## config.mk

```make
export PLATFORM = sky130hd
export DESIGN_NAME = oame_exec
export DESIGN_NICKNAME = d
export VERILOG_FILES = /design/src/common/oame_pkg.sv /design/src/hdl/oame_decode.sv /design/src/hdl/oame_exec.sv
export VERILOG_INCLUDE_DIRS = /design/src /design/src/common
export SDC_FILE = /design/constraint.sdc
export NUM_CORES = 1
export LEC_CHECK = 0
export ABC_AREA = 1
export BUFFER_PORTS_ARGS = -buffer_cell sky130_fd_sc_hd__buf_2
export CAP_MARGIN = 20
export CORE_MARGIN = 8
export CORE_UTILIZATION = 39
export CTS_CLUSTER_SIZE = 25
export DETAILED_ROUTE_END_ITERATION = 10
export GPL_TIMING_DRIVEN = 0
export HOLD_SLACK_MARGIN = 0.08
export PLACE_DENSITY_LB_ADDON = 0.1
export SLEW_MARGIN = 10
export SYNTH_ARGS = -nofsm -noshare
export SYNTH_HDL_FRONTEND = slang
export SYNTH_SLANG_ARGS = --single-unit
export TNS_END_PERCENT = 100
```

## constraint.sdc

```tcl
create_clock -name clk_sys -period 1.14 [get_ports clk_sys]
set_clock_uncertainty 0.1 [all_clocks]
set_input_delay 0.057 -clock clk_sys [delete_from_list [all_inputs] [get_ports clk_sys]]
set_output_delay 0.057 -clock clk_sys [all_outputs]
set_load 0.03 [all_outputs]
```

## src/common/oame_consts.svh

```systemverilog
// Opcode patterns, field positions and reset values for the instruction unit.
// Assumes 12-bit instruction words and an 8-bit data path.
`ifndef OAME_CONSTS_SVH
`define OAME_CONSTS_SVH
`define OAME_OP_OR_LIT      4'hd
`define OAME_OP_LOAD_LIT    4'hc
`define OAME_OP_OR_FILE     6'h04
`define OAME_OP_MOVE_FILE   6'h08
`define OAME_LIT_MSB        7
`define OAME_DEST_BIT       5
`define OAME_ADDR_MSB       4
`define OAME_ACC_RESET      8'h00
`define OAME_ZERO_RESET     1'b0
`endif

```

## src/common/oame_pkg.sv

```systemverilog
// Types shared by the instruction unit.
// Assumes oame_consts.svh for the numeric values.
package oame_pkg;
	typedef enum logic [2:0]
	{
		OAME_NONE      = 3'b000,
		OAME_OR_LIT    = 3'b001,
		OAME_OR_FILE   = 3'b010,
		OAME_MOVE_FILE = 3'b011,
		OAME_LOAD_LIT  = 3'b100
	} oame_op_t;

	typedef struct packed
	{
		logic [7:0] acc;
		logic       zero;
	} oame_state_t;
endpackage

```

## src/hdl/oame_decode.sv

```systemverilog
// Opcode decoder: classifies an instruction word and splits its fields.
// Assumes a valid 12-bit word; purely combinational.
`include "oame_consts.svh"
module oame_decode
	import oame_pkg::*;
(
	input  wire logic [11:0]     instr,     // Instruction word
	output oame_pkg::oame_op_t   op,        // Decoded operation
	output logic [7:0]           literal,   // Literal field
	output logic                 dest_file, // Destination is file register
	output logic [4:0]           faddr      // File address field
);
	always_comb
	begin
		op = OAME_NONE;
		if (instr[11:8] == `OAME_OP_OR_LIT)
			op = OAME_OR_LIT;
		else if (instr[11:8] == `OAME_OP_LOAD_LIT)
			op = OAME_LOAD_LIT;
		else if (instr[11:6] == `OAME_OP_OR_FILE)
			op = OAME_OR_FILE;
		else if (instr[11:6] == `OAME_OP_MOVE_FILE)
			op = OAME_MOVE_FILE;
	end

	assign literal   = instr[`OAME_LIT_MSB:0];
	assign dest_file = instr[`OAME_DEST_BIT];
	assign faddr     = instr[`OAME_ADDR_MSB:0];
endmodule

```

## src/hdl/oame_exec.sv

```systemverilog
// Execution of OR-literal, OR-with-file, move-file and load-literal.
// Assumes the core presents one instruction per cycle with instr_valid and
// serves the file register read combinationally at file_addr.
//
// Behaviour
// [RULE_01] Literal OR: acc OR literal, set zero flag
// [RULE_02] Literal OR writes acc, one cycle
// [RULE_03] File OR: acc OR file, zero flag, one cycle
// [RULE_04] Destination bit 0 acc, 1 file register
// [RULE_05] Move file: copy to destination, zero flag
// [RULE_06] Move destination 0 acc, 1 same file
// [RULE_07] Move with write-back tests register for zero
// [RULE_08] Load literal into acc, flags unchanged
`include "oame_consts.svh"
module oame_exec
	import oame_pkg::*;
#(
	parameter int DATA_W = 8
)
(
	input  wire logic        clk_sys,     // System clock, 20 MHz
	input  wire logic        resetn,      // Asynchronous reset, active low
	input  wire logic        instr_valid, // Instruction present this cycle
	input  wire logic [11:0] instr,       // Instruction word
	input  wire logic [7:0]  file_rdata,  // Data of addressed file register
	output logic [4:0]       file_addr,   // File register address
	output logic             file_we,     // File register write strobe
	output logic [7:0]       file_wdata,  // File register write data
	output logic             handled,     // Instruction belongs to this unit
	output logic [7:0]       acc,         // Working register
	output logic             zero_flag    // Zero status flag
);
	import oame_pkg::*;

	// Fields and the zero test assume one byte of data
	if (DATA_W != 8)
	begin : g_width_check
		$error("oame_exec supports only an 8-bit data path");
	end

	// Decoder fields
	oame_op_t    op;
	logic [7:0]  literal;
	logic        dest_file;
	logic [4:0]  faddr;

	// Working values and state
	logic [7:0]  result;
	logic        exec_now;
	oame_state_t st_ff;
	oame_state_t nxt_st;

	// Decoder
	oame_decode u_decode
	(
		.instr     (instr),
		.op        (op),
		.literal   (literal),
		.dest_file (dest_file),
		.faddr     (faddr)
	);

	// True when every bit of a byte is clear
	function automatic logic is_zero
	(
		input logic [7:0] v
	);
		return v == 8'h00;
	endfunction

	// Inclusive OR of two bytes
	function automatic logic [7:0] or_bytes
	(
		input logic [7:0] a,
		input logic [7:0] b
	);
		return a | b;
	endfunction

	// Operations that this unit claims
	function automatic logic is_own_op
	(
		input oame_op_t o
	);
		logic own;
		own = 1'b0;
		case (o)
			OAME_OR_LIT:    own = 1'b1;
			OAME_OR_FILE:   own = 1'b1;
			OAME_MOVE_FILE: own = 1'b1;
			OAME_LOAD_LIT:  own = 1'b1;
			default:        own = 1'b0;
		endcase
		return own;
	endfunction

	// Operations whose result may go back to the file register
	function automatic logic has_file_dest
	(
		input oame_op_t o
	);
		logic fd;
		fd = 1'b0;
		case (o)
			OAME_OR_FILE:   fd = 1'b1;
			OAME_MOVE_FILE: fd = 1'b1;
			default:        fd = 1'b0;
		endcase
		return fd;
	endfunction

	// Operations that report a zero result in the flag
	function automatic logic sets_zero
	(
		input oame_op_t o
	);
		logic sz;
		sz = 1'b0;
		case (o)
			OAME_OR_LIT:    sz = 1'b1;
			OAME_OR_FILE:   sz = 1'b1;
			OAME_MOVE_FILE: sz = 1'b1;
			default:        sz = 1'b0;
		endcase
		return sz;
	endfunction

	// Acc after a file operation: kept when the result goes to the file
	function automatic logic [7:0] pick_acc
	(
		input logic       dest,
		input logic [7:0] old_acc,
		input logic [7:0] res
	);
		return dest ? old_acc : res;
	endfunction

	// Value produced by an operation, before it is routed
	function automatic logic [7:0] op_result
	(
		input oame_op_t   o,
		input logic [7:0] w,
		input logic [7:0] lit,
		input logic [7:0] fdat
	);
		logic [7:0] r;
		r = 8'h00;
		case (o)
			OAME_OR_LIT:    r = or_bytes(w, lit);  // see [RULE_01]
			OAME_OR_FILE:   r = or_bytes(w, fdat); // see [RULE_03]
			OAME_MOVE_FILE: r = fdat;              // see [RULE_05]
			OAME_LOAD_LIT:  r = lit;               // see [RULE_08]
			default:        r = 8'h00;
		endcase
		return r;
	endfunction

	// Foreign words and idle cycles leave everything untouched
	assign exec_now = instr_valid && is_own_op(op);

	// One process computes the whole next state; the handshake outputs
	// follow the instruction within the cycle
	always_comb
	begin
		nxt_st  = st_ff;
		result  = 8'h00;
		file_we = 1'b0;
		handled = exec_now;
		if (exec_now)
		begin
			result = op_result(op, st_ff.acc, literal, file_rdata);
			if (sets_zero(op))
			begin
				nxt_st.zero = is_zero(result); // see [RULE_01] [RULE_03] [RULE_07]
			end

			case (op)
				OAME_OR_LIT:
				begin
					// Result goes to acc only; the file port stays quiet
					nxt_st.acc = result; // see [RULE_02]
				end
				OAME_OR_FILE:
				begin
					nxt_st.acc = pick_acc(dest_file, st_ff.acc, result); // see [RULE_04]
					file_we    = dest_file && has_file_dest(op);         // see [RULE_04]
				end
				OAME_MOVE_FILE:
				begin
					// Rewriting the same value leaves the register intact
					nxt_st.acc = pick_acc(dest_file, st_ff.acc, result); // see [RULE_06]
					file_we    = dest_file && has_file_dest(op);         // see [RULE_06]
				end
				OAME_LOAD_LIT:
				begin
					// Flags stay as they were
					nxt_st.acc = literal; // see [RULE_08]
				end
				default:
				begin
					nxt_st = st_ff;
				end
			endcase
		end
	end

	// Reset clears acc and the zero flag
	always_ff @(posedge clk_sys or negedge resetn)
	begin
		if (!resetn)
		begin
			st_ff.acc  <= `OAME_ACC_RESET;
			st_ff.zero <= `OAME_ZERO_RESET;
		end
		else
		begin
			st_ff <= nxt_st;
		end
	end

	// File port follows the word; status comes from the state
	assign file_addr  = faddr;
	assign file_wdata = result;
	assign acc        = st_ff.acc;
	assign zero_flag  = st_ff.zero;
endmodule

```

[Word level (Yosys, flattened, before mapping)]
Index checks and enable logic that the tools add are counted.
Cells by class
  eq/ne operators: 9
  multiplexer cells: 18
  bitwise gates (word level): 2
  reduce and logical (&&, ||, !) cells: 10
Operators with widths (count)
  one-hot mux 8 bit (4 select lines): 1
  two-way mux 8 bit: 3
  one-hot mux 8 bit (3 select lines): 1
  OR 8 bit: 2
  two-way mux 3 bit: 3
  equality test 4 bit (second input constant): 2
  logical NOT 8 bit: 1
  two-way mux 1 bit: 8
  equality test 3 x 2 -> 1 bit (second input constant): 2
  equality test 6 x 3 -> 1 bit (second input constant): 1
  equality test 6 x 4 -> 1 bit (second input constant): 1
  AND reduction 3 bit: 2
  OR reduction 4 bit: 1
  equality test 3 x 1 -> 1 bit (second input constant): 1
  equality test 3 bit (second input constant): 1
  logical AND 1 bit: 3
  nonzero test 3 bit: 1
  OR reduction 3 bit: 1
  two-way mux 2 bit: 1
  != test 2 bit (second input constant): 1
  one-hot mux 1 bit (2 select lines): 1
  OR reduction 2 bit: 1
Storage, ports and cells
  word-level logic and storage cells: 41
  bits in registers: 9
  input port bits: 23

[Depth between registers and ports, before layout]
Gate-level depths: netlist of the first run.
  depth in word-level cells: 13
  gate-level depth with buffers: 12

[Hierarchy]
A second synthesis of the first run with hierarchy kept.
Second synthesis, totals
  cell total of the unflattened synthesis: 152
  area total of the unflattened synthesis: 915.9 um^2
By module, submodules not included
  oame_exec: instances 1, area an instance 754.5 um^2, cells each 125
  oame_decode: instances 1, area an instance 161.4 um^2, cells each 27

[Least setup slack after synthesis of the first run]
Ideal clock, no wire load.
  path type: register -> register
  from: reg acc[6] (netlist name)
  to: reg st_ff, in the netlist zero_flag
  buffers on the path: 0
  arrival time: 1.239 ns
  stages on the path, launching flop included: 9
  setup slack: -0.265 ns
  cell sequence: dfrtp_1 > or2_2 > nand2_1 > nand2_1 > nor2_1 > nand2_1 > nor2_1 > nand2_1 > nand2_1
Between the ends
  word-level cells in the longest chain between the ends: 4
Ends and longest elaborated chain
  OR 8 bit: line oame_exec.sv:77  | return a | b;
  one-hot mux 8 bit (4 select lines) (*): line oame_exec.sv:148  | case (o)
  two-way mux 8 bit (*): line oame_exec.sv:169  | if (exec_now)
  logical NOT 8 bit (*): line oame_exec.sv:68  | return v == 8'h00;
  end signal: assignment: line oame_exec.sv:217  | st_ff <= nxt_st;
  end: declaration: line oame_exec.sv:50  | oame_state_t st_ff;
Mark *: on every way between the ends. The rest lies on a longest branch, timed or not. The select of a mux whose other input is x is not followed.
A chain may end at the register's enable or synchronous reset.

[Worst setup path after layout of the first run]
  from: reg acc[6] (netlist name)
  to: out file_wdata[6]
Between the ends
  word-level cells in the longest chain between the ends: 4
Ends and longest elaborated chain
  OR 8 bit: line oame_exec.sv:77
  one-hot mux 8 bit (4 select lines) (*): line oame_exec.sv:148
  two-way mux 8 bit (*) (2 in a row): line oame_exec.sv:169
  end: declaration: line oame_exec.sv:28  | output logic [7:0] file_wdata,
Marks and branches as above.

==> results of run 1 <==
## per-layer routing
metal | vias to the layer above | global-route usage | wire length (µm)
li1 | 570 | - | -
met1 | 553 | 0.185 | 1540
met2 | 60 | 0.256 | 1790
met3 | 14 | 0.0448 | 287
met4 | 0 | 0.0598 | 97
met5 | - | 0 | 0
## cell usage after synthesis (all sizes together)
library cell	number	area share
or2	1	0.0075
a21boi	1	0.0090
dfrtp	9	0.27
nand3	10	0.066
buf	7	0.072
o21ai	10	0.060
nand4	1	0.0075
nor2	20	0.12
nand2	54	0.27
a21oi	7	0.046
inv	16	0.072
## what timing repair did
action / CTS / global route
hold buffers: 2 / 0
pin swaps: 8 / 13
gates resized for setup: 31 / 45
buffers inserted: 12 / 10
hold endpoints to repair: 9 / 0
setup endpoints to repair: 11 / 20
gates cloned: 1 / 1
## kinds of logic after synthesis
logic type,after synthesis
flops,9
buf+inv,23
simple gates,86
compound gates,18
## worst paths after layout
path,startpoint,endpoint,slack (ns)
setup / recovery,acc[6],file_wdata[6],-0.39
max in group asynchronous,resetn,acc[6],0.13
setup reg to reg,acc[6],zero_flag,-0.27
min in group asynchronous,resetn,zero_flag,0.61
hold / removal,file_rdata[2],acc[2],0.09
hold reg to reg,zero_flag,zero_flag,0.43
## area by class of cell
cell class	count	area [µm²]
buffer	7	63.8
clock buffer	4	26.3
fill	138	363
inverter	16	80.1
multi-input combinational	104	651
sequential	9	226
tap	27	33.8
timing repair buffer	72	558
## flip-flops by register name, indices dropped and copies added, names as in the netlist
register / cells
zero_flag: 1
acc: 8
## tightest hold or removal path, cell delays in order
cell	delay (ns)
buf_2	0.08
nand3_1	0.07
nand2_1	0.08
a21oi_2	0.06
o21ai_2	0.10
## where the power goes
part | switching (W) | total (W) | internal, W | leakage [nW]
Clock | 0.000122 | 0.000258 | 0.000136 | 0.0150
Sequential | 0.0000235 | 0.000375 | 0.000351 | 0.121
Combinational | 0.000315 | 0.000542 | 0.000227 | 0.764
Total | 0.000461 | 0.00117 | 0.000714 | 0.900
## through the flow
| stage | instance area [µm²] | worst slack [ns] | cells | setup TNS, ns | power (W) |
|---|---|---|---|---|---|
| floorplan | 880 | -0.176 | 136 | -0.879 | 0.000624 |
| global route | 1640 | -0.437 | 239 | -3.34 | 0.00123 |
| global placement | 1140 | -0.336 | 209 | -4.29 | 0.000751 |
| detailed placement | 1140 | -0.359 | 209 | -4.76 | 0.000760 |
| CTS | 1400 | -0.336 | 228 | -2.42 | 0.00109 |
| finish | 1640 | -0.387 | 239 | -2.53 | 0.00117 |
==> results.yml, run 1 <==
run_status:
  status: "complete, but fails checks"
  violations: "setup timing"
floorplan:
  io_pins: 47
  core_region_area_mm2: 0.00200
  die_x_um: 62.4
  die-area_mm2: 0.00389
  rows: 16
  die_h_um: 62.4
  start_util: 0.419
clocking:
  clock_latency_ns: 0.27
  clock_path_buffers: 2
  path_clk_slew_ns: 0.06
  root_buffer: "clkbuf_4"
  cts_made_buffers: 3
  ctsHtreeMaxLevel: 1
  cts.sinks: 9
  cts_tree: "built"
cells_and_area:
  drive_gt1_frac: 0.604
  final_core_util: 0.819
  most-common-layout-cells: "36 x nand2_1, 32 x buf_2, 28 x buf_4"
  num_antenna_cells: 0
  syn_to_final_growth_pct: 95.5
  fin_nets: 236
  layout_commonest_cell: "nand2_1"
timing:
  finalCritPeriodShare: 1.34
  finalSetupViolCount: 17
  finalCriticalPeriod_ns: 1.53
  rsz0062_at_grt: "yes"
  worstMarginPinSlew_ns: 0.583
  fmax_ghz: 0.655
  maxSlewViolCount: 0
  hold_viol: 0
  fin_hold_ws_ns: 0.0915
  max_slew_margin: 0.608
  fin_ws_ns: -0.387
routing:
  via_count: 1197
  vias_per_cell: 5.01
  drc: 0
  drt_first_pass_iters: 4
  routed_wl_mm: 3.71
  ant_nets: 0
  first_iter_violations: 34
  wire_per_inst_um: 15.5
critical_path:
  cp_slowest_stage_delay_ns: 0.40
  path_cells: "or2_4 -> nand2_2 -> nand2_2 -> o21ai_2 -> inv_1 -> buf_6"
  start_kind: "flip-flop"
  crit_cells: 6
  crit_path_top_delay_cell: "dfrtp_2"
  cp.required_ns: 0.98
  cp_max_fo: 2
  cpLargestDelayFamily: "flip-flops"
  crit_path_end_kind: "output port"
  rr_worst_depth: 9
  crit_buf_inv: 2
  crit_top_cell: "nand2_2"
  cp.arrival_ns: 1.37
  critical_path_class: "reg -> out"
yosys:
  seq_area_frac_synth: 0.269
  netlist_area_um2: 838
  syn_inst: 136
  synth-simple-area-share: 0.473
  synth_nets: 159
  synth.mux.area_fraction: 0
  synth_compound_area_frac: 0.115
  avgSynthCellArea_um2: 6.16
  ys_types: 21
  yosys_warnings: 0
  synth-xor-area-share: 0
  synth_top_family_by_area: "simple AND/OR/NAND/NOR gates"
  ys_ff_latch: 9
  synth_adder_area_share: 0
grt:
  antenna_found_initial: 0
  grt_max_degree: 11
  gr-total-overflow: 0
  grt_util_all_layers: 0.155
  grt_pass1_vias: 1100
  grt_pass1_wl_mm: 5.13
power:
  leakage_nw: 0.900
  power_density_mw_per_mm2: 717
  max-vdd-ir-drop_v: 0.000754
placed_design:
  routabilityCongestion: 0.811
  portBuffers: 46
  dp_hpwl_mm: 2.17
worst_hold_path:
  hold_path.class: "in -> reg"
  whs_path_depth: 5
flow_run:
  maxCapViolCount: 0
Note: power is estimated with default switching activity, not from simulation.
==> run 2: changes to the inputs <==
--- a/config.mk
+++ b/config.mk
@@ -16,6 +16,7 @@
 export GPL_TIMING_DRIVEN = 0
 export HOLD_SLACK_MARGIN = 0.08
 export PLACE_DENSITY_LB_ADDON = 0.1
+export SKIP_LAST_GASP = 1
 export SLEW_MARGIN = 10
 export SYNTH_ARGS = -nofsm -noshare
 export SYNTH_HDL_FRONTEND = slang
==> run 2 against run 1 <==
The run still ends with setup timing left; sequential cell count unchanged; cell area shrank 3.9%; die area did not move; combinational power shrank 5.5%; register-to-register slack gained 0.02 ns; setup slack gained 0.040 ns; global-route usage down 0.22 points; first-iteration DRC count is 32% higher; routed wire length fell by 8.9%; sequential power about the same; non-clock buffer count decreased by 4; largest cell class unchanged; highest routed layer unchanged.
==> results.yml, run 2 (synthesized netlist as in run 1, its figures left out) <==
critical_path:
  cp.arrival_ns: 1.33
  r2r_start: "acc[6]"
  start_kind: "flip-flop"
  crit_top_cell: "nand2_2"
  crit_start: "acc[6]"
  cpLargestDelayFamily: "flip-flops"
  cp_slowest_stage_delay_ns: 0.41
  rr_worst_depth: 9
  crit_cells: 6
  crit_path_top_delay_cell: "dfrtp_2"
  r2r_setup_slack_ns: -0.25
  path_cells: "or2_4 -> nand2_2 -> nand2_2 -> o21ai_2 -> inv_1 -> buf_6"
  crit_path_end_kind: "output port"
  critical_path_class: "reg -> out"
  crit_buf_inv: 2
  endpoint: "file_wdata[6]"
  timing.rr.end: "zero_flag"
  cp_max_fo: 2
  cp.required_ns: 0.98
clocking:
  ctsHtreeMaxLevel: 1
  clock_latency_ns: 0.26
  path_clk_slew_ns: 0.06
  cts_made_buffers: 3
  root_buffer: "clkbuf_4"
  cts_tree: "built"
  clock_path_buffers: 2
  cts.sinks: 9
cells_and_area:
  final_area_mm2: 0.00158
  most-common-layout-cells: "41 x nand2_1, 32 x buf_2, 27 x buf_4"
  largest_reg_flops: 8
  layout_commonest_cell: "nand2_1"
  top_register: "acc"
  num_antenna_cells: 0
  drive_gt1_frac: 0.577
  syn_to_final_growth_pct: 87.9
  fin_nets: 232
timing:
  maxSlewViolCount: 0
  finalCritPeriodShare: 1.30
  finalSetupViolCount: 11
  finalCriticalPeriod_ns: 1.49
  fin_ws_ns: -0.347
  hold_viol: 0
  rsz0062_at_grt: "yes"
  fmax_ghz: 0.672
  tns_ns: -2.25
  worstMarginPinSlew_ns: 0.517
  max_slew_margin: 0.652
worst_hold_path:
  hold_path.class: "in -> reg"
  hold_start: "instr[3]"
power:
  power_density_mw_per_mm2: 722
  leakage_nw: 0.868
  max-vdd-ir-drop_v: 0.000754
routing:
  vias_per_cell: 4.81
  wire_per_inst_um: 14.4
  drt_first_pass_iters: 4
  first_iter_violations: 45
  ant_nets: 0
  via_count: 1130
  routed_wl_mm: 3.38
  drc: 0
run_status:
  status: "complete, but fails checks"
  violations: "setup timing"
floorplan:
  start_util: 0.419
  core_region_area_mm2: 0.00200
  die-area_mm2: 0.00389
  die_h_um: 62.4
  rows: 16
  io_pins: 47
  die_x_um: 62.4
placed_design:
  dp_hpwl_mm: 2.17
  place_area_mm2: 0.00114
  portBuffers: 46
  routabilityCongestion: 0.811
grt:
  grt_max_degree: 11
  grt_pass1_vias: 1096
  gr-total-overflow: 0
  grt_util_all_layers: 0.153
  grt_pass1_wl_mm: 5.05
  antenna_found_initial: 0
flow_run:
  maxCapViolCount: 0
-- run 2: worst min-delay path: stages --
cell	delay [ns]
buf_2	0.10
nand2_1	0.05
nand2_1	0.06
a21oi_2	0.06
o21ai_1	0.11
-- run 2: routing by layer --
layer,global-route usage,part of all wire
met5,0,0
met4,0.0627,0.0071
met3,0.0484,0.080
met2,0.251,0.50
met1,0.180,0.41
-- run 2: power by group --
part / internal (W) / switching [W] / total (W) / leakage, nW
sequential: 0.000352 / 0.0000230 / 0.000375 / 0.121
combinational: 0.000208 / 0.000304 / 0.000512 / 0.732
clock: 0.000135 / 0.000115 / 0.000251 / 0.0150
total: 0.000695 / 0.000442 / 0.00114 / 0.868
-- run 2: worst min path at each step --
stage | slack [ns] | cells after the start | end
after detailed placement | -0.18 | 1 | acc[4]
final | 0.11 | 5 | acc[3]
after CTS | 0.09 | 5 | acc[6]
after global routing | 0.14 | 5 | acc[3]
after floorplan | -0.34 | 0 | acc[0]
after global placement | -0.18 | 1 | acc[4]
-- run 2: final cells by class --
type | count | area (µm²)
Buffer | 7 | 63.8
Sequential cell | 9 | 226
Clock buffer | 4 | 26.3
Timing Repair Buffer | 68 | 504
Inverter | 16 | 82.6
Fill cell | 146 | 427
Tap cell | 27 | 33.8
Multi-Input combinational cell | 104 | 638
-- run 2: per-stage QoR --
step,worst slack [ns],utilization,power [W],std cells,hold WS (ns)
after global routing,-0.408,0.787,0.00120,235,0.141
after global placement,-0.336,0.571,0.000751,209,-0.183
after floorplan,-0.176,-,0.000624,136,-0.339
after detailed placement,-0.359,0.571,0.000760,209,-0.177
final,-0.347,0.787,0.00114,235,0.109
after CTS,-0.336,0.698,0.00109,228,0.0892
-- run 2: timing repair --
action | in CTS | in global routing
cloned | 1 | 1
endpoints found under the setup margin | 11 | 20
hold endpoints to repair | 9 | 0
hold buffers | 2 | 0
buffers inserted | 12 | 6
gates resized for setup | 29 | 43
pin swaps | 8 | 14
